$ cat src/rtl/cgpt_pkg.sv
/*
 Package for the core general purpose timer: mode codes, edge selects,
 prescale constants, reset values and the control/status carriers.
 Assumes a single 100 MHz module clock shared by all users.
*/
package cgpt_pkg;
   localparam int CNT_W = 16;
   localparam int MODE_W = 3;
   localparam int ISEL_W = 3;
   localparam int BPS_W = 2;
   // Mode field codes
   localparam logic [2:0] MODE_TIMER = 3'h0;
   localparam logic [2:0] MODE_COUNTER = 3'h1;
   localparam logic [2:0] MODE_GATED_LO = 3'h2;
   localparam logic [2:0] MODE_GATED_HI = 3'h3;
   // Counter mode edge selects
   localparam logic [2:0] EDGE_NONE = 3'h0;
   localparam logic [2:0] EDGE_RISE = 3'h1;
   localparam logic [2:0] EDGE_FALL = 3'h2;
   localparam logic [2:0] EDGE_BOTH = 3'h3;
   // Base prescale: fastest flag gives 4, otherwise 8
   localparam int BASE_FAST_SHIFT = 2;
   localparam int BASE_NORM_SHIFT = 3;
   localparam int PRESC_W = 11;
   // Reset values
   localparam logic [15:0] CNT_RST = 16'h0000;
   localparam logic [10:0] PRESC_RST = 11'h000;
   localparam logic TOGGLE_RST = 1'b0;
   localparam logic [2:0] SYNC_RST = 3'h0;
   localparam logic [15:0] CNT_ONES = 16'hFFFF;
   // Least hold of the count input, in module clock cycles
   localparam int IN_HOLD_CYC = 4;

   typedef struct packed {
      logic run;
      logic [2:0] mode;
      logic [2:0] isel;
      logic fast;
      logic sw_dir;
      logic ext_dir_en;
      logic tog_oe;
   } cgpt_ctrl_t;

   typedef struct packed {
      logic [15:0] value;
      logic wr;
   } cgpt_wr_t;

   typedef struct packed {
      logic count_down;
      logic overflow;
      logic toggle;
   } cgpt_stat_t;
endpackage

$ cat src/rtl/cgpt_core_timer.sv
/*
 Core 16-bit general purpose timer with direction control, prescaled
 timer mode, gated timer mode, edge counter mode and overflow toggle latch.
 Assumes external lines are synchronous-enough levels held >= 4 clocks;
 auxiliary timers are outside and reuse the direction helper and link.
*/
// Summary of operation
// - External direction off: software bit selects up (0) or down (1).
// - External direction on: low line counts up; software bit inverts sense.
// - Direction changes apply immediately, running or stopped.
// - Auxiliary timers reuse the same direction scheme with their own bits.
// - Each overflow or underflow toggles the toggle latch.
// - Software may force the toggle latch to 0 or 1.
// - Output enable drives the latch onto the toggle output line.
// - Latch goes internally to auxiliary timers, independent of output enable.
// - Mode 000 counts module clock divided by selected prescaler.
// - Prescale is 4 when fast, else base 8 times two to input select; 4 to 1024.
// - Same prescaler applies to gated mode and auxiliary timers.
// - Modes 010 and 011 gate on low or high timer input.
// - Gated mode advances only when run set and gate active.
// - Gate transitions raise no interrupt request.
// - Mode 001 counts selected input edges; none, rise, fall, both.
// - Run bit starts and stops timer and remote-run auxiliary timers.
// - CPU write wins over a simultaneous count update.
// - Counter is 16-bit, readable and writable at any time.
`timescale 1ns/1ns
module cgpt_core_timer #(
   parameter int CNT_W = cgpt_pkg::CNT_W
) (
   // Clock and reset
   input wire logic clk,
   input wire logic sys_rst,
   // Control bits
   input wire cgpt_pkg::cgpt_ctrl_t ctrl,
   // CPU writes to the counter and toggle latch
   input wire cgpt_pkg::cgpt_wr_t cnt_wr,
   input wire logic tog_wr,
   input wire logic tog_wr_val,
   // External lines
   input wire logic timer_input_line,
   input wire logic ext_updown_line,
   // Auxiliary remote run options
   input wire logic first_aux_remote_run,
   input wire logic second_aux_remote_run,
   // Counter state and status
   output logic [CNT_W-1:0] count,
   output cgpt_pkg::cgpt_stat_t stat,
   // Toggle output and internal links
   output logic toggle_output_line,
   output logic aux_toggle_link,
   output logic first_aux_run,
   output logic second_aux_run
);
   // Direction rule shared with the auxiliary timers
   // shared direction scheme
   function automatic logic dir_down(input logic sw_dir, input logic ext_en, input logic ext_line);
      dir_down = ext_en ? (ext_line ^ sw_dir) : sw_dir;
   endfunction

   logic [1:0] sync_a;
   logic [1:0] sync_b;
   logic [1:0] next_sync_a;
   logic [1:0] next_sync_b;
   logic in_prev;
   logic next_in_prev;
   logic in_s;
   logic ud_s;
   logic [cgpt_pkg::PRESC_W-1:0] presc;
   logic [cgpt_pkg::PRESC_W-1:0] next_presc;
   logic [CNT_W-1:0] next_count;
   logic toggle;
   logic next_toggle;
   logic down;
   logic tick;
   logic step;
   logic wrap;
   logic gate_ok;
   logic edge_hit;
   logic [cgpt_pkg::PRESC_W-1:0] presc_last;

   // Synchroniser and edge history next values
   always_comb begin
      next_sync_a = {sync_a[0], timer_input_line};
      next_sync_b = {sync_b[0], ext_updown_line};
      next_in_prev = sync_a[1];
   end

   always_ff @(posedge clk or posedge sys_rst) begin
      if (sys_rst) begin
         sync_a <= 2'h0;
         sync_b <= 2'h0;
         in_prev <= 1'b0;
      end else begin
         sync_a <= next_sync_a;
         sync_b <= next_sync_b;
         in_prev <= next_in_prev;
      end
   end

   assign in_s = sync_a[1];
   assign ud_s = sync_b[1];

   assign down = dir_down(ctrl.sw_dir, ctrl.ext_dir_en, ud_s);

   // prescale limit, 4 when fast, else base 8 shifted by input select
   // one prescaler for timer and gated modes
   always_comb begin
      presc_last = ((cgpt_pkg::PRESC_W)'(1) << (ctrl.fast ? cgpt_pkg::BASE_FAST_SHIFT
                    : (cgpt_pkg::BASE_NORM_SHIFT + int'(ctrl.isel)))) - (cgpt_pkg::PRESC_W)'(1);
   end

   // gate polarity from mode bit 0
   // gate only enables counting, no event output
   assign gate_ok = ctrl.mode[0] ? in_s : ~in_s;

   always_comb begin
      case (ctrl.isel)
         cgpt_pkg::EDGE_RISE: edge_hit = in_s & ~in_prev;
         cgpt_pkg::EDGE_FALL: edge_hit = ~in_s & in_prev;
         cgpt_pkg::EDGE_BOTH: edge_hit = in_s ^ in_prev;
         default: edge_hit = 1'b0; // None and reserved codes
      endcase
   end

   // Prescaler and step decision
   always_comb begin
      next_presc = cgpt_pkg::PRESC_RST;
      tick = 1'b0;
      step = 1'b0;
      case (ctrl.mode)
         cgpt_pkg::MODE_TIMER: begin
            if (ctrl.run) begin
               tick = (presc >= presc_last);
               next_presc = tick ? cgpt_pkg::PRESC_RST : presc + (cgpt_pkg::PRESC_W)'(1);
            end
            step = tick;
         end
         cgpt_pkg::MODE_GATED_LO, cgpt_pkg::MODE_GATED_HI: begin
            if (ctrl.run && gate_ok) begin
               tick = (presc >= presc_last);
               next_presc = tick ? cgpt_pkg::PRESC_RST : presc + (cgpt_pkg::PRESC_W)'(1);
            end else begin
               next_presc = presc; // Hold phase while gated off
            end
            step = tick;
         end
         // relies on held input levels for clean edges
         cgpt_pkg::MODE_COUNTER: step = ctrl.run && edge_hit;
         default: step = 1'b0;
      endcase
   end

   // wrap detection at all ones / zero
   assign wrap = step && (down ? (count == CNT_W'(0)) : (count == CNT_W'(cgpt_pkg::CNT_ONES)));

   // Counter and toggle latch next values
   always_comb begin
      next_count = count;
      next_toggle = toggle;
      if (cnt_wr.wr) begin
         next_count = cnt_wr.value[CNT_W-1:0];
      end else if (step) begin
         next_count = down ? count - CNT_W'(1) : count + CNT_W'(1);
      end
      if (tog_wr) begin
         next_toggle = tog_wr_val;
      end else if (wrap && !cnt_wr.wr) begin
         next_toggle = ~toggle;
      end
   end

   always_ff @(posedge clk or posedge sys_rst) begin
      if (sys_rst) begin
         presc <= cgpt_pkg::PRESC_RST;
         count <= CNT_W'(cgpt_pkg::CNT_RST);
         toggle <= cgpt_pkg::TOGGLE_RST;
      end else begin
         presc <= next_presc;
         count <= next_count;
         toggle <= next_toggle;
      end
   end

   assign toggle_output_line = ctrl.tog_oe & toggle;
   // internal link, not gated by output enable
   assign aux_toggle_link = toggle;
   assign first_aux_run = first_aux_remote_run & ctrl.run;
   assign second_aux_run = second_aux_remote_run & ctrl.run;

   // One driver for the whole status carrier; a write in the wrap cycle hides the overflow
   assign stat = '{count_down: down,
                   overflow: wrap & ~cnt_wr.wr,
                   toggle: toggle};

   // Checks
   chk_dir_sense: assert property (@(posedge clk) disable iff (sys_rst)
      down == (ctrl.ext_dir_en ? (sync_b[1] ^ ctrl.sw_dir) : ctrl.sw_dir))
      else $error("direction mismatch");
   chk_wrap_toggle: assert property (@(posedge clk) disable iff (sys_rst)
      (wrap && !cnt_wr.wr && !tog_wr) |=> (toggle != $past(toggle)))
      else $error("wrap did not toggle latch");
   chk_sw_toggle: assert property (@(posedge clk) disable iff (sys_rst)
      tog_wr |=> (toggle == $past(tog_wr_val)))
      else $error("toggle write lost");
   chk_out_gate: assert property (@(posedge clk) disable iff (sys_rst)
      !ctrl.tog_oe |-> !toggle_output_line)
      else $error("toggle output driven while disabled");
   chk_cpu_wins: assert property (@(posedge clk) disable iff (sys_rst)
      cnt_wr.wr |=> (count == $past(cnt_wr.value)))
      else $error("cpu write lost");
   chk_gate_halt: assert property (@(posedge clk) disable iff (sys_rst)
      (ctrl.mode[2:1] == 2'h1 && (!ctrl.run || !gate_ok) && !cnt_wr.wr) |=> $stable(count))
      else $error("gated timer advanced");
   chk_run_stop: assert property (@(posedge clk) disable iff (sys_rst)
      (!ctrl.run && !cnt_wr.wr) |=> $stable(count))
      else $error("stopped timer advanced");
   chk_edge_none: assert property (@(posedge clk) disable iff (sys_rst)
      (ctrl.mode == cgpt_pkg::MODE_COUNTER && ctrl.isel[1:0] == 2'h0 && !cnt_wr.wr) |=> $stable(count))
      else $error("counter moved with no edge select");
   chk_fast_rate: assert property (@(posedge clk) disable iff (sys_rst)
      (ctrl.mode == cgpt_pkg::MODE_TIMER && ctrl.run && ctrl.fast && tick) |-> ##1 !tick ##1 !tick ##1 !tick)
      else $error("fastest prescale wrong");
   cov_wrap: cover property (@(posedge clk) disable iff (sys_rst) wrap);
   cov_edge: cover property (@(posedge clk) disable iff (sys_rst) ctrl.mode == cgpt_pkg::MODE_COUNTER && step);
   cov_gated: cover property (@(posedge clk) disable iff (sys_rst) ctrl.mode == cgpt_pkg::MODE_GATED_HI && step);
endmodule

$ cat config.mk
export PLATFORM = sky130hd
export DESIGN_NAME = cgpt_core_timer
export DESIGN_NICKNAME = d
export VERILOG_FILES = /design/src/rtl/cgpt_pkg.sv /design/src/rtl/cgpt_core_timer.sv
export SDC_FILE = /design/constraint.sdc
export NUM_CORES = 1
export LEC_CHECK = 0
export ABC_AREA = 1
export ABC_CLOCK_PERIOD_IN_PS = 8780
export BUFFER_PORTS_ARGS = -buffer_cell sky130_fd_sc_hd__buf_2
export CAP_MARGIN = 20
export CORE_MARGIN = 5
export CORE_UTILIZATION = 61
export DETAILED_ROUTE_END_ITERATION = 10
export GPL_ROUTABILITY_DRIVEN = 1
export GPL_TIMING_DRIVEN = 0
export PLACE_DENSITY_LB_ADDON = 0.15
export REMOVE_ABC_BUFFERS = 1
export SLEW_MARGIN = 20
export SYNTH_ARGS = -nofsm -noshare
export SYNTH_HDL_FRONTEND = slang
export SYNTH_SLANG_ARGS = --single-unit
$ cat constraint.sdc
create_clock -name clk -period 8.78 [get_ports clk]
set_clock_uncertainty 0.15 [all_clocks]
set_input_delay 2.195 -clock clk [delete_from_list [all_inputs] [get_ports clk]]
set_output_delay 2.195 -clock clk [all_outputs]
set_load 0.005 [all_outputs]
# After elaboration in Yosys (flattened, before gate mapping)
# Cells that the tools add are included.
# totals
register_bits	33
in_bits	36
out_inout_bits	23
elab_cells	60
# classes
n_addsub	5
order_cmp	1
n_eq_ne	8
shifts	1
muxes	17
bitwise_logic	12
n_reduce_logical	10
# ops
op	count
two-way mux 16 bit	3
two-way mux 11 bit	3
one-hot mux 11 bit (2 select lines)	1
adder 16 x 1 -> 16 bit (second input constant)	1
== test 16 bit (second input constant)	1
logical NOT 16 bit	1
subtractor 16 x 1 -> 16 bit (second input constant)	1
== test 3 x 2 -> 1 bit (second input constant)	4
adder 11 x 1 -> 11 bit (second input constant)	1
>= comparator 11 bit	1
left shift 1 x 4 -> 11 bit (first input constant)	1
subtractor 11 x 2 -> 11 bit (second input constant)	1
two-way mux 1 bit	7
AND 1 bit	6
== test 3 x 1 -> 1 bit (second input constant)	2
one-hot mux 1 bit (3 select lines)	2
adder 2 x 3 -> 4 bit (first input constant)	1
logical AND 1 bit	4
two-way mux 4 bit	1
inverter 1 bit	4
nonzero test 2 bit	2
logical NOT 3 bit	1
!= test 2 bit (second input constant)	1
OR reduction 2 bit	1
2 further kinds	3

# Logic depth before layout (Yosys ltp)
# Gate-level depths: netlist of run 1.
# depth
depth_word	11
ltp_mapped	26
depth_no_buf	25

# Worst setup path before layout of run 1
# OpenSTA, ideal clock, no wires.
# synth_path
path_type	input -> output
startpoint	input ctrl[4] (netlist bit)
endpoint	output stat[1] (netlist bit)
arrival_ps	4526
required_ps	6435
setup_slack_ps	1909
cell_stages	23
path_buffers	0
cell_sequence	inv_1 -> ha_1 -> inv_1 -> nand2_1 -> nand2_1 -> nor2_2 -> inv_2 -> nand2_2 -> nor2_1 -> nor3_2 -> nand3_1 -> nand2_1 -> nand2_1 -> ha_1 -> nand2_1 -> nor2_1 -> inv_1 -> nor2_1 -> nand2_1 -> nand2_1 -> nand3_1 -> nand2_1 -> and3_1
# synth_rtl
element	line_no	rtl
from (decl)	cgpt_core_timer.sv:34	input wire cgpt_pkg::cgpt_ctrl_t ctrl,
to (decl)	cgpt_core_timer.sv:47	output cgpt_pkg::cgpt_stat_t stat,

==> impl_results.html, run 1 <==
<table>
<tr><th>Metric</th><th>Value</th></tr>
<tr><th colspan="2">Worst setup path</th></tr>
<tr><td>Number of cells on the worst reg-to-reg path</td><td>15</td></tr>
<tr><td>Largest stage delay, worst path</td><td>0.36 ns</td></tr>
<tr><td>Worst r2r dst</td><td>count[8]</td></tr>
<tr><td>Worst setup SP type</td><td>input pin</td></tr>
<tr><td>Register-to-register setup slack</td><td>5.77 ns</td></tr>
<tr><td>Signal arrival time at the worst endpoint</td><td>5.36 ns</td></tr>
<tr><td>Endpoint of the worst setup timing path</td><td>stat[1]</td></tr>
<tr><td>Slowest CP cell</td><td>sky130_fd_sc_hd__nand2_1</td></tr>
<tr><td>Crit end category</td><td>output pin</td></tr>
<tr><td>Critical-path maximum fanout</td><td>10</td></tr>
<tr><td>CP Class</td><td>input pin to output pin</td></tr>
<tr><td>Top Family by Delay on Critical Path</td><td>simple AND/OR/NAND/NOR gates</td></tr>
<tr><td>Crit path required time</td><td>6.44 ns</td></tr>
<tr><td>Launch instance of the worst register-to-register path</td><td>sync_b[1]</td></tr>
<tr><td>Critical Path, Cell by Cell</td><td>buf_2, inv_1, ha_1, inv_1, nor2_2, nand2_1, inv_1, nand3_1, ha_1, nand4_1, nand2_1, ha_1, nand2_1, nor2_1, inv_1, nor2_1, nand2_1, nand2_1, nand3_1, nand2_1, and3_1, buf_2</td></tr>
<tr><td>Buf+Inv Stages, Crit Path</td><td>6</td></tr>
<tr><td>Crit path from</td><td>ctrl[4]</td></tr>
<tr><td>Count of cell instances traversed by the critical path</td><td>22</td></tr>
<tr><td>Most frequent CP cell</td><td>sky130_fd_sc_hd__nand2_1</td></tr>
<tr><th colspan="2">Placement</th></tr>
<tr><td>Routability Congestion</td><td>0.872</td></tr>
<tr><td>Port bufs</td><td>between 50 and 60</td></tr>
<tr><td>Detailed placer's ending HPWL</td><td>6240 um</td></tr>
<tr><td>Area of placed instances</td><td>roughly 3500 um2</td></tr>
<tr><td>Placed cells</td><td>roughly 600</td></tr>
<tr><th colspan="2">Logic synthesis</th></tr>
<tr><td>Number of warnings reported in the yosys synthesis log</td><td>0</td></tr>
<tr><td>Fraction of the yosys area taken by sequential cells</td><td>0.261</td></tr>
<tr><td>Average cell area after synthesis</td><td>6.60 um2</td></tr>
<tr><td>Cell count after synthesis</td><td>479</td></tr>
<tr><td>#FFs+latches synth</td><td>33</td></tr>
<tr><td>Netlist area before placement</td><td>roughly 3200 um2</td></tr>
<tr><td>Yosys cell types</td><td>35</td></tr>
<tr><th colspan="2">Detailed routing</th></tr>
<tr><td>Vias after detailed routing</td><td>about 3,300</td></tr>
<tr><td>Number of nets with antenna violations after detailed routing</td><td>0</td></tr>
<tr><td>Number of design rule violations left after detail routing</td><td>0</td></tr>
<tr><td>Violation count after the first detailed-route iteration</td><td>134</td></tr>
<tr><td>Post-DR vias/cell</td><td>5.45</td></tr>
<tr><td>Overall routed net length</td><td>7850 um</td></tr>
<tr><td>Number of search-and-repair iterations in the first detailed-routing pass</td><td>5</td></tr>
<tr><td>DR WL/cell</td><td>12.9 um</td></tr>
<tr><th colspan="2">Final layout</th></tr>
<tr><td>Count of antenna diodes in the layout</td><td>0</td></tr>
<tr><td>Number of fill cells in the layout</td><td>464</td></tr>
<tr><td>Cell area after layout</td><td>3580 um2</td></tr>
<tr><td>Layout Nets</td><td>606</td></tr>
<tr><td>Synth-to-layout area growth</td><td>13.3%</td></tr>
<tr><td>Layout Cells excl Fill</td><td>607</td></tr>
<tr><td>Share of layout cells above drive strength 1</td><td>0.153</td></tr>
<tr><th colspan="2">GRT</th></tr>
<tr><td>Global-route wire length before repair</td><td>13,300 um</td></tr>
<tr><td>Total global-route track usage</td><td>0.253</td></tr>
<tr><td>Largest net degree at the start of global routing</td><td>34</td></tr>
<tr><td>Vias in the first global route</td><td>3,196</td></tr>
<tr><td>Remaining global-route overflow</td><td>0</td></tr>
<tr><td>Antenna violations before repair</td><td>0</td></tr>
<tr><th colspan="2">Timing</th></tr>
<tr><td>Total count of hold-check failures in the final report</td><td>0</td></tr>
<tr><td>Clock period minus final worst setup slack</td><td>between 7 and 8 ns</td></tr>
<tr><td>WHS</td><td>between 0.15 and 0.2 ns</td></tr>
<tr><td>Post-route setup TNS</td><td>0 ns</td></tr>
<tr><td>Endpoints failing setup</td><td>0</td></tr>
<tr><td>Worst Tran Pin Value</td><td>0.829 ns</td></tr>
<tr><td>Highest Clock Rate</td><td>130 MHz</td></tr>
<tr><td>Unrepaired setup endpoints after global routing</td><td>no</td></tr>
<tr><td>Final number of max-transition violations</td><td>0</td></tr>
<tr><td>Post-route clock period utilization</td><td>0.878</td></tr>
<tr><td>Headroom to the max-slew limit</td><td>0.446</td></tr>
<tr><th colspan="2">Clock network</th></tr>
<tr><td># Post-CTS Setup Buffers</td><td>0</td></tr>
<tr><td>Resized cells post-CTS</td><td>0</td></tr>
<tr><td>Clock latency at the later pin of the worst-skew pair</td><td>~0.29 ns</td></tr>
<tr><td>Longest Clk Path Bufs</td><td>2</td></tr>
<tr><td>Level count of the clock H-tree</td><td>2</td></tr>
<tr><td>Num CTS Buffers</td><td>5</td></tr>
<tr><td>Register clock-pin slew on the reported worst setup and hold paths</td><td>0.07 ns</td></tr>
<tr><td>Clock Sinks</td><td>33</td></tr>
<tr><td>Clock root buffer master</td><td>sky130_fd_sc_hd__clkbuf_8</td></tr>
<tr><td>TritonCTS clock tree</td><td>built</td></tr>
<tr><td>Hold-fix buffers, CTS</td><td>0</td></tr>
<tr><th colspan="2">Floorplan</th></tr>
<tr><td>Die boundary height</td><td>about 82 um</td></tr>
<tr><td>Ports</td><td>59</td></tr>
<tr><td>Core footprint</td><td>5070 um2</td></tr>
<tr><td>Die width</td><td>82.0 um</td></tr>
<tr><td>Number of placement rows</td><td>26</td></tr>
<tr><td>Total die area</td><td>6720 um2</td></tr>
<tr><td>Initial core utilization</td><td>0.623</td></tr>
<tr><th colspan="2">Power</th></tr>
<tr><td>Static power due to leakage</td><td>1.97 nW</td></tr>
<tr><td>Fraction of power spent switching nets</td><td>0.415</td></tr>
<tr><td>Sequential cell fraction of total power</td><td>0.352</td></tr>
<tr><td>Internal power summed over all cells</td><td>312 uW</td></tr>
<tr><td>Sw Pwr</td><td>between 200 and 250 uW</td></tr>
<tr><td>IR Drop Worst-Case VDD</td><td>128 uV</td></tr>
<tr><td>Clk pwr share</td><td>0.211</td></tr>
<tr><td>Proportion of power drawn by combinational gates</td><td>0.437</td></tr>
<tr><td>Power per cell area</td><td>149 nW/um2</td></tr>
<tr><td>Total power</td><td>534 uW</td></tr>
<tr><th colspan="2">Outcome</th></tr>
<tr><td>Run status</td><td>completed</td></tr>
<tr><th colspan="2">Worst hold path</th></tr>
<tr><td>Path class of the lowest-slack min-delay path</td><td>flip-flop to flip-flop</td></tr>
<tr><th colspan="2">Job</th></tr>
<tr><td>Max capacitance violation total</td><td>0</td></tr>
</table>
[synth_stat cells]
cell,instances,share of area
sky130_fd_sc_hd__xnor2_1,4,0.011
sky130_fd_sc_hd__or2_2,4,0.0079
sky130_fd_sc_hd__a21oi_1,25,0.040
sky130_fd_sc_hd__nand2_1,138,0.16
sky130_fd_sc_hd__nand2_2,1,0.0020
sky130_fd_sc_hd__o211ai_1,1,0.0024
sky130_fd_sc_hd__inv_4,1,0.0020
sky130_fd_sc_hd__nor3_4,1,0.0051
sky130_fd_sc_hd__o21ai_0,19,0.030
sky130_fd_sc_hd__o21ai_2,1,0.0028
sky130_fd_sc_hd__dfrtp_1,33,0.26
sky130_fd_sc_hd__xor2_1,9,0.025
sky130_fd_sc_hd__nor3_2,2,0.0063
sky130_fd_sc_hd__inv_1,62,0.074
sky130_fd_sc_hd__nand3b_1,1,0.0024
sky130_fd_sc_hd__o21ai_1,7,0.011
sky130_fd_sc_hd__and3b_1,1,0.0028
sky130_fd_sc_hd__nand4_1,17,0.034
sky130_fd_sc_hd__nor2_2,2,0.0040
sky130_fd_sc_hd__a31oi_1,1,0.0020
sky130_fd_sc_hd__mux2i_1,2,0.0063
sky130_fd_sc_hd__o22ai_1,1,0.0020
sky130_fd_sc_hd__ha_1,33,0.13
sky130_fd_sc_hd__fa_1,1,0.0063
sky130_fd_sc_hd__nor3_1,13,0.021
sky130_fd_sc_hd__nand3_1,52,0.082
sky130_fd_sc_hd__and2_1,1,0.0020
sky130_fd_sc_hd__nor2_1,30,0.036
sky130_fd_sc_hd__and3_1,2,0.0040
sky130_fd_sc_hd__a21o_1,1,0.0024
sky130_fd_sc_hd__buf_4,2,0.0047
sky130_fd_sc_hd__inv_2,4,0.0047
sky130_fd_sc_hd__buf_2,2,0.0032
sky130_fd_sc_hd__clkbuf_1,4,0.0047
sky130_fd_sc_hd__nor4_1,1,0.0020
[through the flow]
| stage | util | worst slack [ns] |
|---|---|---|
| after floorplan | - | 1.91 |
| after global placement | 0.690 | 1.18 |
| after detailed placement | 0.690 | 1.12 |
| after CTS | 0.706 | 1.12 |
| after global routing | 0.706 | 0.720 |
| final | 0.706 | 1.07 |
[worst min-delay path by stage]
stage	start	endpoint	slack [ns]	depth (start not counted)
6_report	sync_b[0]	sync_b[1]	0.20	0
4_1_cts	sync_b[0]	sync_b[1]	0.20	0
5_1_grt	sync_b[0]	sync_b[1]	0.22	0
3_5_place_dp	sync_b[0]	sync_b[1]	0.19	0
3_3_place_gp	sync_a[0]	sync_a[1]	0.18	0
2_1_floorplan	sync_a[0]	sync_a[1]	0.18	0
[cells in the final DEF, fill, tap and decap left out, types with 7 or more instances in the layout]
cell	n
sky130_fd_sc_hd__nor2_1	30
sky130_fd_sc_hd__buf_2	58
sky130_fd_sc_hd__xor2_1	9
sky130_fd_sc_hd__nand2_1	138
sky130_fd_sc_hd__a21oi_1	25
sky130_fd_sc_hd__ha_1	33
sky130_fd_sc_hd__nand4_1	17
sky130_fd_sc_hd__dfrtp_1	33
sky130_fd_sc_hd__o21ai_0	19
sky130_fd_sc_hd__o21ai_1	7
sky130_fd_sc_hd__nand3_1	52
sky130_fd_sc_hd__inv_1	61
sky130_fd_sc_hd__nor3_1	13
[layer usage]
layer	vias to the layer above	routed length [um]	global-route usage	part of all wire
met2	87	4120	0.476	0.53
met4	0	258	0.121	0.033
met3	24	385	0.0296	0.049
met1	1507	3080	0.278	0.39
li1	1692	-	-	-
met5	-	0	0	0
[worst register-to-register path: stages, from the launching register on]
cell and delay, ns:
sky130_fd_sc_hd__dfrtp_1 0.36, sky130_fd_sc_hd__nand2_1 0.06, sky130_fd_sc_hd__or2_2 0.10, sky130_fd_sc_hd__nand2_1 0.48, sky130_fd_sc_hd__fa_1 0.70, sky130_fd_sc_hd__nand2_1 0.10
sky130_fd_sc_hd__nand3_1 0.09, sky130_fd_sc_hd__nand3_1 0.08, sky130_fd_sc_hd__nand2_1 0.10, sky130_fd_sc_hd__nand2_1 0.08, sky130_fd_sc_hd__nand2_1 0.07, sky130_fd_sc_hd__or2_2 0.29
sky130_fd_sc_hd__nand3_1 0.07, sky130_fd_sc_hd__nand2_1 0.06, sky130_fd_sc_hd__nand2_1 0.05, sky130_fd_sc_hd__nand2_1 0.06
[cell type report]
type	instances	area, um2	area share
Sequential cell	33	826	0.231
Inverter	67	254	0.0709
Clock buffer	6	72.6	0.0203
Timing Repair Buffer	58	290	0.0810
Tap cell	70	87.6	0.0244
Clock inverter	2	10.0	0.00279
Multi-Input combinational cell	371	2040	0.570
[cells by family (layout without fill, tap and decap cells)]
family	count (synthesis)	count (layout)	share of synthesized area
multiplexers	2	2	0.00633
adder cells (fa/ha/maj)	34	34	0.137
AND/OR/NAND/NOR	266	266	0.374
flip-flops	33	33	0.261
XOR/XNOR	13	13	0.0360
buffers and inverters	75	133	0.0930
AO/OA/AOI/OAI	56	56	0.0922
[power by group through the flow]
stage	sequential [mW]	combinational, mW	clock [mW]
2_1_floorplan	0.187	0.165	0
3_3_place_gp	0.190	0.224	0
3_5_place_dp	0.190	0.231	0
4_1_cts	0.188	0.233	0.116
5_1_grt	0.191	0.266	0.123
6_report	0.188	0.233	0.113
[registers in the layout, indices dropped and copies added, names as in the netlist]
register	count
sync_b	2
presc	11
sync_a	2
count	16
aux_toggle_link	1
in_prev	1
Note: power is estimated with default switching activity, not from simulation.
==> run 2, diff against run 1 <==
Settings changed: ABC_AREA 1 to default.
==> run 2 against run 1 <==
Against the previous run:
- fmax down 8.7%
- final area down 1.2%
- total power down 12%
- sequential power down 6%
- critical path depth down 6
- synthesized cell count down 24%
- hold slack better by 0.016 ns
- clock-buffer cell count unchanged
- non-clock buffer count up 5
- clock power about the same
==> impl_results.html, run 2 <==
<table>
<tr><th>Metric</th><th>Value</th></tr>
<tr><th colspan="2">Outcome</th></tr>
<tr><td>Run status</td><td>completed</td></tr>
<tr><th colspan="2">Timing</th></tr>
<tr><td>Worst Tran Pin Value</td><td>0.713 ns</td></tr>
<tr><td>Endpoints failing setup</td><td>0</td></tr>
<tr><td>Total count of hold-check failures in the final report</td><td>0</td></tr>
<tr><td>Clock period minus final worst setup slack</td><td>8.44 ns</td></tr>
<tr><td>Final number of max-transition violations</td><td>0</td></tr>
<tr><td>Unrepaired setup endpoints after global routing</td><td>no</td></tr>
<tr><td>Headroom to the max-slew limit</td><td>0.524</td></tr>
<tr><td>Highest Clock Rate</td><td>118 MHz</td></tr>
<tr><td>WHS</td><td>roughly 0.21 ns</td></tr>
<tr><td>Post-route clock period utilization</td><td>0.961</td></tr>
<tr><th colspan="2">GRT</th></tr>
<tr><td>Largest net degree at the start of global routing</td><td>34</td></tr>
<tr><td>Antenna violations before repair</td><td>0</td></tr>
<tr><td>Global-route wire length before repair</td><td>13,100 um</td></tr>
<tr><td>Remaining global-route overflow</td><td>0</td></tr>
<tr><td>Total global-route track usage</td><td>0.249</td></tr>
<tr><td>Vias in the first global route</td><td>3,061</td></tr>
<tr><th colspan="2">Clock network</th></tr>
<tr><td>Clock Sinks</td><td>33</td></tr>
<tr><td>Clock root buffer master</td><td>sky130_fd_sc_hd__clkbuf_8</td></tr>
<tr><td>Hold-fix buffers, CTS</td><td>0</td></tr>
<tr><td>Level count of the clock H-tree</td><td>2</td></tr>
<tr><td>Longest Clk Path Bufs</td><td>2</td></tr>
<tr><td>Clock latency at the later pin of the worst-skew pair</td><td>0.28 ns</td></tr>
<tr><td>Num CTS Buffers</td><td>5</td></tr>
<tr><td>TritonCTS clock tree</td><td>built</td></tr>
<tr><td>Register clock-pin slew on the reported worst setup and hold paths</td><td>0.07 ns</td></tr>
<tr><th colspan="2">Floorplan</th></tr>
<tr><td>Die boundary height</td><td>81.2 um</td></tr>
<tr><td>Number of placement rows</td><td>26</td></tr>
<tr><td>Ports</td><td>just under 60</td></tr>
<tr><td>Initial core utilization</td><td>0.617</td></tr>
<tr><td>Die width</td><td>between 80 and 90 um</td></tr>
<tr><td>Total die area</td><td>approximately 6600 um2</td></tr>
<tr><td>Core footprint</td><td>5010 um2</td></tr>
<tr><th colspan="2">Final layout</th></tr>
<tr><td>Top library cells by usage in the layout, fill and taps aside</td><td>sky130_fd_sc_hd__buf_2 (59), sky130_fd_sc_hd__ha_1 (33), sky130_fd_sc_hd__dfrtp_1 (33)</td></tr>
<tr><td>Count of antenna diodes in the layout</td><td>0</td></tr>
<tr><td>Share of layout cells above drive strength 1</td><td>0.202</td></tr>
<tr><td>Biggest registers after layout</td><td>count x16, presc x11</td></tr>
<tr><td>Synth-to-layout area growth</td><td>14.5%</td></tr>
<tr><td>Most frequent standard cell in the layout excluding fill and tap cells</td><td>sky130_fd_sc_hd__buf_2</td></tr>
<tr><td>Layout Nets</td><td>489</td></tr>
<tr><td>Max FFs per register</td><td>16</td></tr>
<tr><td>Top register by number of flip-flops</td><td>count</td></tr>
<tr><td>Cell area after layout</td><td>3540 um2</td></tr>
<tr><td>Utilization after layout</td><td>0.707</td></tr>
<tr><th colspan="2">Logic synthesis</th></tr>
<tr><td>Yosys cell types</td><td>66</td></tr>
<tr><td>Top cell types by occurrence after synthesis</td><td>sky130_fd_sc_hd__dfrtp_1 (33), sky130_fd_sc_hd__ha_1 (33), sky130_fd_sc_hd__nor2_1 (24), sky130_fd_sc_hd__o21ai_0 (24), sky130_fd_sc_hd__a21oi_1 (22)</td></tr>
<tr><td>Main area contributors after synthesis</td><td>sky130_fd_sc_hd__dfrtp_1 (27%), sky130_fd_sc_hd__ha_1 (13%), sky130_fd_sc_hd__o21ai_0 (3.9%)</td></tr>
<tr><td>Netlist area before placement</td><td>between 3000 and 4000 um2</td></tr>
<tr><td>#FFs+latches synth</td><td>33</td></tr>
<tr><td>Async S/R FF share, synth</td><td>1.00</td></tr>
<tr><td>Top FF cell, synth</td><td>sky130_fd_sc_hd__dfrtp_1</td></tr>
<tr><td>Fraction of the yosys area taken by sequential cells</td><td>0.267</td></tr>
<tr><td>Average cell area after synthesis</td><td>roughly 8.4 um2</td></tr>
<tr><td>Share of the synthesized area in the top cell type</td><td>0.267</td></tr>
<tr><td>Number of flops mapped to enable cells by yosys</td><td>0</td></tr>
<tr><td>Cell count after synthesis</td><td>366</td></tr>
<tr><td>Dominant cell type by area after synthesis</td><td>sky130_fd_sc_hd__dfrtp_1</td></tr>
<tr><td>Number of warnings reported in the yosys synthesis log</td><td>0</td></tr>
<tr><th colspan="2">Detailed routing</th></tr>
<tr><td>Post-DR vias/cell</td><td>6.23</td></tr>
<tr><td>DR WL/cell</td><td>15.9 um</td></tr>
<tr><td>Number of nets with antenna violations after detailed routing</td><td>0</td></tr>
<tr><td>Overall routed net length</td><td>just under 8000 um</td></tr>
<tr><td>Number of search-and-repair iterations in the first detailed-routing pass</td><td>7</td></tr>
<tr><td>Vias after detailed routing</td><td>3,054</td></tr>
<tr><td>Number of design rule violations left after detail routing</td><td>0</td></tr>
<tr><td>Violation count after the first detailed-route iteration</td><td>about 170</td></tr>
<tr><th colspan="2">Power</th></tr>
<tr><td>Sequential cell fraction of total power</td><td>0.375</td></tr>
<tr><td>Internal power summed over all cells</td><td>between 200 and 300 uW</td></tr>
<tr><td>Power per cell area</td><td>~130 nW/um2</td></tr>
<tr><td>Sw Pwr</td><td>173 uW</td></tr>
<tr><td>Clk pwr share</td><td>0.240</td></tr>
<tr><td>IR Drop Worst-Case VDD</td><td>98.4 uV</td></tr>
<tr><td>Proportion of power drawn by combinational gates</td><td>0.386</td></tr>
<tr><td>Fraction of power spent switching nets</td><td>0.368</td></tr>
<tr><td>Static power due to leakage</td><td>1.66 nW</td></tr>
<tr><td>Total power</td><td>469 uW</td></tr>
<tr><th colspan="2">Job</th></tr>
<tr><td>Max capacitance violation total</td><td>0</td></tr>
<tr><th colspan="2">Worst setup path</th></tr>
<tr><td>Worst setup SP type</td><td>input pin</td></tr>
<tr><td>Signal arrival time at the worst endpoint</td><td>slightly above 6 ns</td></tr>
<tr><td>Critical-path maximum fanout</td><td>12</td></tr>
<tr><td>Crit end category</td><td>output pin</td></tr>
<tr><td>Crit path required time</td><td>approximately 6.4 ns</td></tr>
<tr><td>CP Class</td><td>input pin to output pin</td></tr>
<tr><th colspan="2">Placement</th></tr>
<tr><td>Area of placed instances</td><td>3420 um2</td></tr>
<tr><td>Routability Congestion</td><td>0.826</td></tr>
<tr><td>Port bufs</td><td>58</td></tr>
<tr><td>Detailed placer's ending HPWL</td><td>between 5000 and 6000 um</td></tr>
<tr><th colspan="2">Worst hold path</th></tr>
<tr><td>Path class of the lowest-slack min-delay path</td><td>flip-flop to flip-flop</td></tr>
</table>
run 2: path summary, 6_finish.rpt:
kind	cells after the start	from	end	slack, ns
setup / recovery	16	ctrl[4]	stat[1]	0.34
hold / removal	0	sync_b[0]	sync_b[1]	0.21
setup reg to reg	9	sync_b[1]	count[15]	5.69
hold reg to reg	0	sync_b[0]	sync_b[1]	0.21
max in group asynchronous	2	sys_rst	count[9]	6.15
min in group asynchronous	2	sys_rst	sync_a[1]	1.87
run 2: what timing repair did:
action	CTS	global route
gates resized for setup	1	1
buffers inserted	0	3
pin swaps	0	1
endpoints found under the hold margin	0	0
endpoints found under the setup margin	1	1
run 2: power groups by stage:
stage | sequential, mW | combinational, mW | clock [mW]
floorplan | 0.176 | 0.129 | 0
global placement | 0.177 | 0.173 | 0
detailed placement | 0.178 | 0.180 | 0
CTS | 0.175 | 0.181 | 0.113
global route | 0.177 | 0.202 | 0.120
finish | 0.176 | 0.181 | 0.112
run 2: area by class of cell:
type | instances | area (um2)
Timing Repair Buffer | 63 | 329
Clock inverter | 2 | 10.0
Sequential cell | 33 | 826
Inverter | 13 | 48.8
Multi-Input combinational cell | 303 | 2170
Fill cell | 435 | 1470
Clock buffer | 6 | 72.6
Tap cell | 70 | 87.6
run 2: per-stage QoR:
step                setup TNS [ns]  instances  worst slack, ns
floorplan                        0        349            0.837
global placement            -0.262        477           -0.262
detailed placement          -0.270        479           -0.270
CTS                              0        487           0.0909
global route                     0        490           0.0353
finish                           0        490            0.340
run 2: kinds of logic after synthesis:
logic type                 after synthesis  synth area share
AOI/OAI and AO/OA                      121             0.276
xor gates and xnor gates                13            0.0368
adders and majority gates               34             0.140
buffers and inverters                   30            0.0405
DFF                                     33             0.267
muxes                                    5            0.0166
and+or+nand+nor                        130             0.223
run 2: metal layers:
| metal | vias to the layer above | part of all wire | track usage |
|---|---|---|---|
| li1 | 1497 | - | - |
| met1 | 1489 | 0.43 | 0.287 |
| met2 | 62 | 0.53 | 0.475 |
| met3 | 6 | 0.033 | 0.0277 |
| met4 | 0 | 0.0090 | 0.0777 |
| met5 | - | 0 | 0 |
run 2: critical path: stages:
cell                       delay (ns)
sky130_fd_sc_hd__buf_2           0.20
sky130_fd_sc_hd__inv_1           0.12
sky130_fd_sc_hd__ha_1            0.45
sky130_fd_sc_hd__nand2_1         0.11
sky130_fd_sc_hd__or3_1           0.39
sky130_fd_sc_hd__ha_1            0.28
sky130_fd_sc_hd__a2111o_1        0.38
sky130_fd_sc_hd__a211o_1         0.30
sky130_fd_sc_hd__ha_1            0.31
sky130_fd_sc_hd__a21oi_1         0.15
sky130_fd_sc_hd__a21oi_1         0.09
sky130_fd_sc_hd__nor3_2          0.35
sky130_fd_sc_hd__a21oi_4         0.13
sky130_fd_sc_hd__nor2_1          0.38
sky130_fd_sc_hd__nor3_1          0.11
sky130_fd_sc_hd__buf_2           0.15
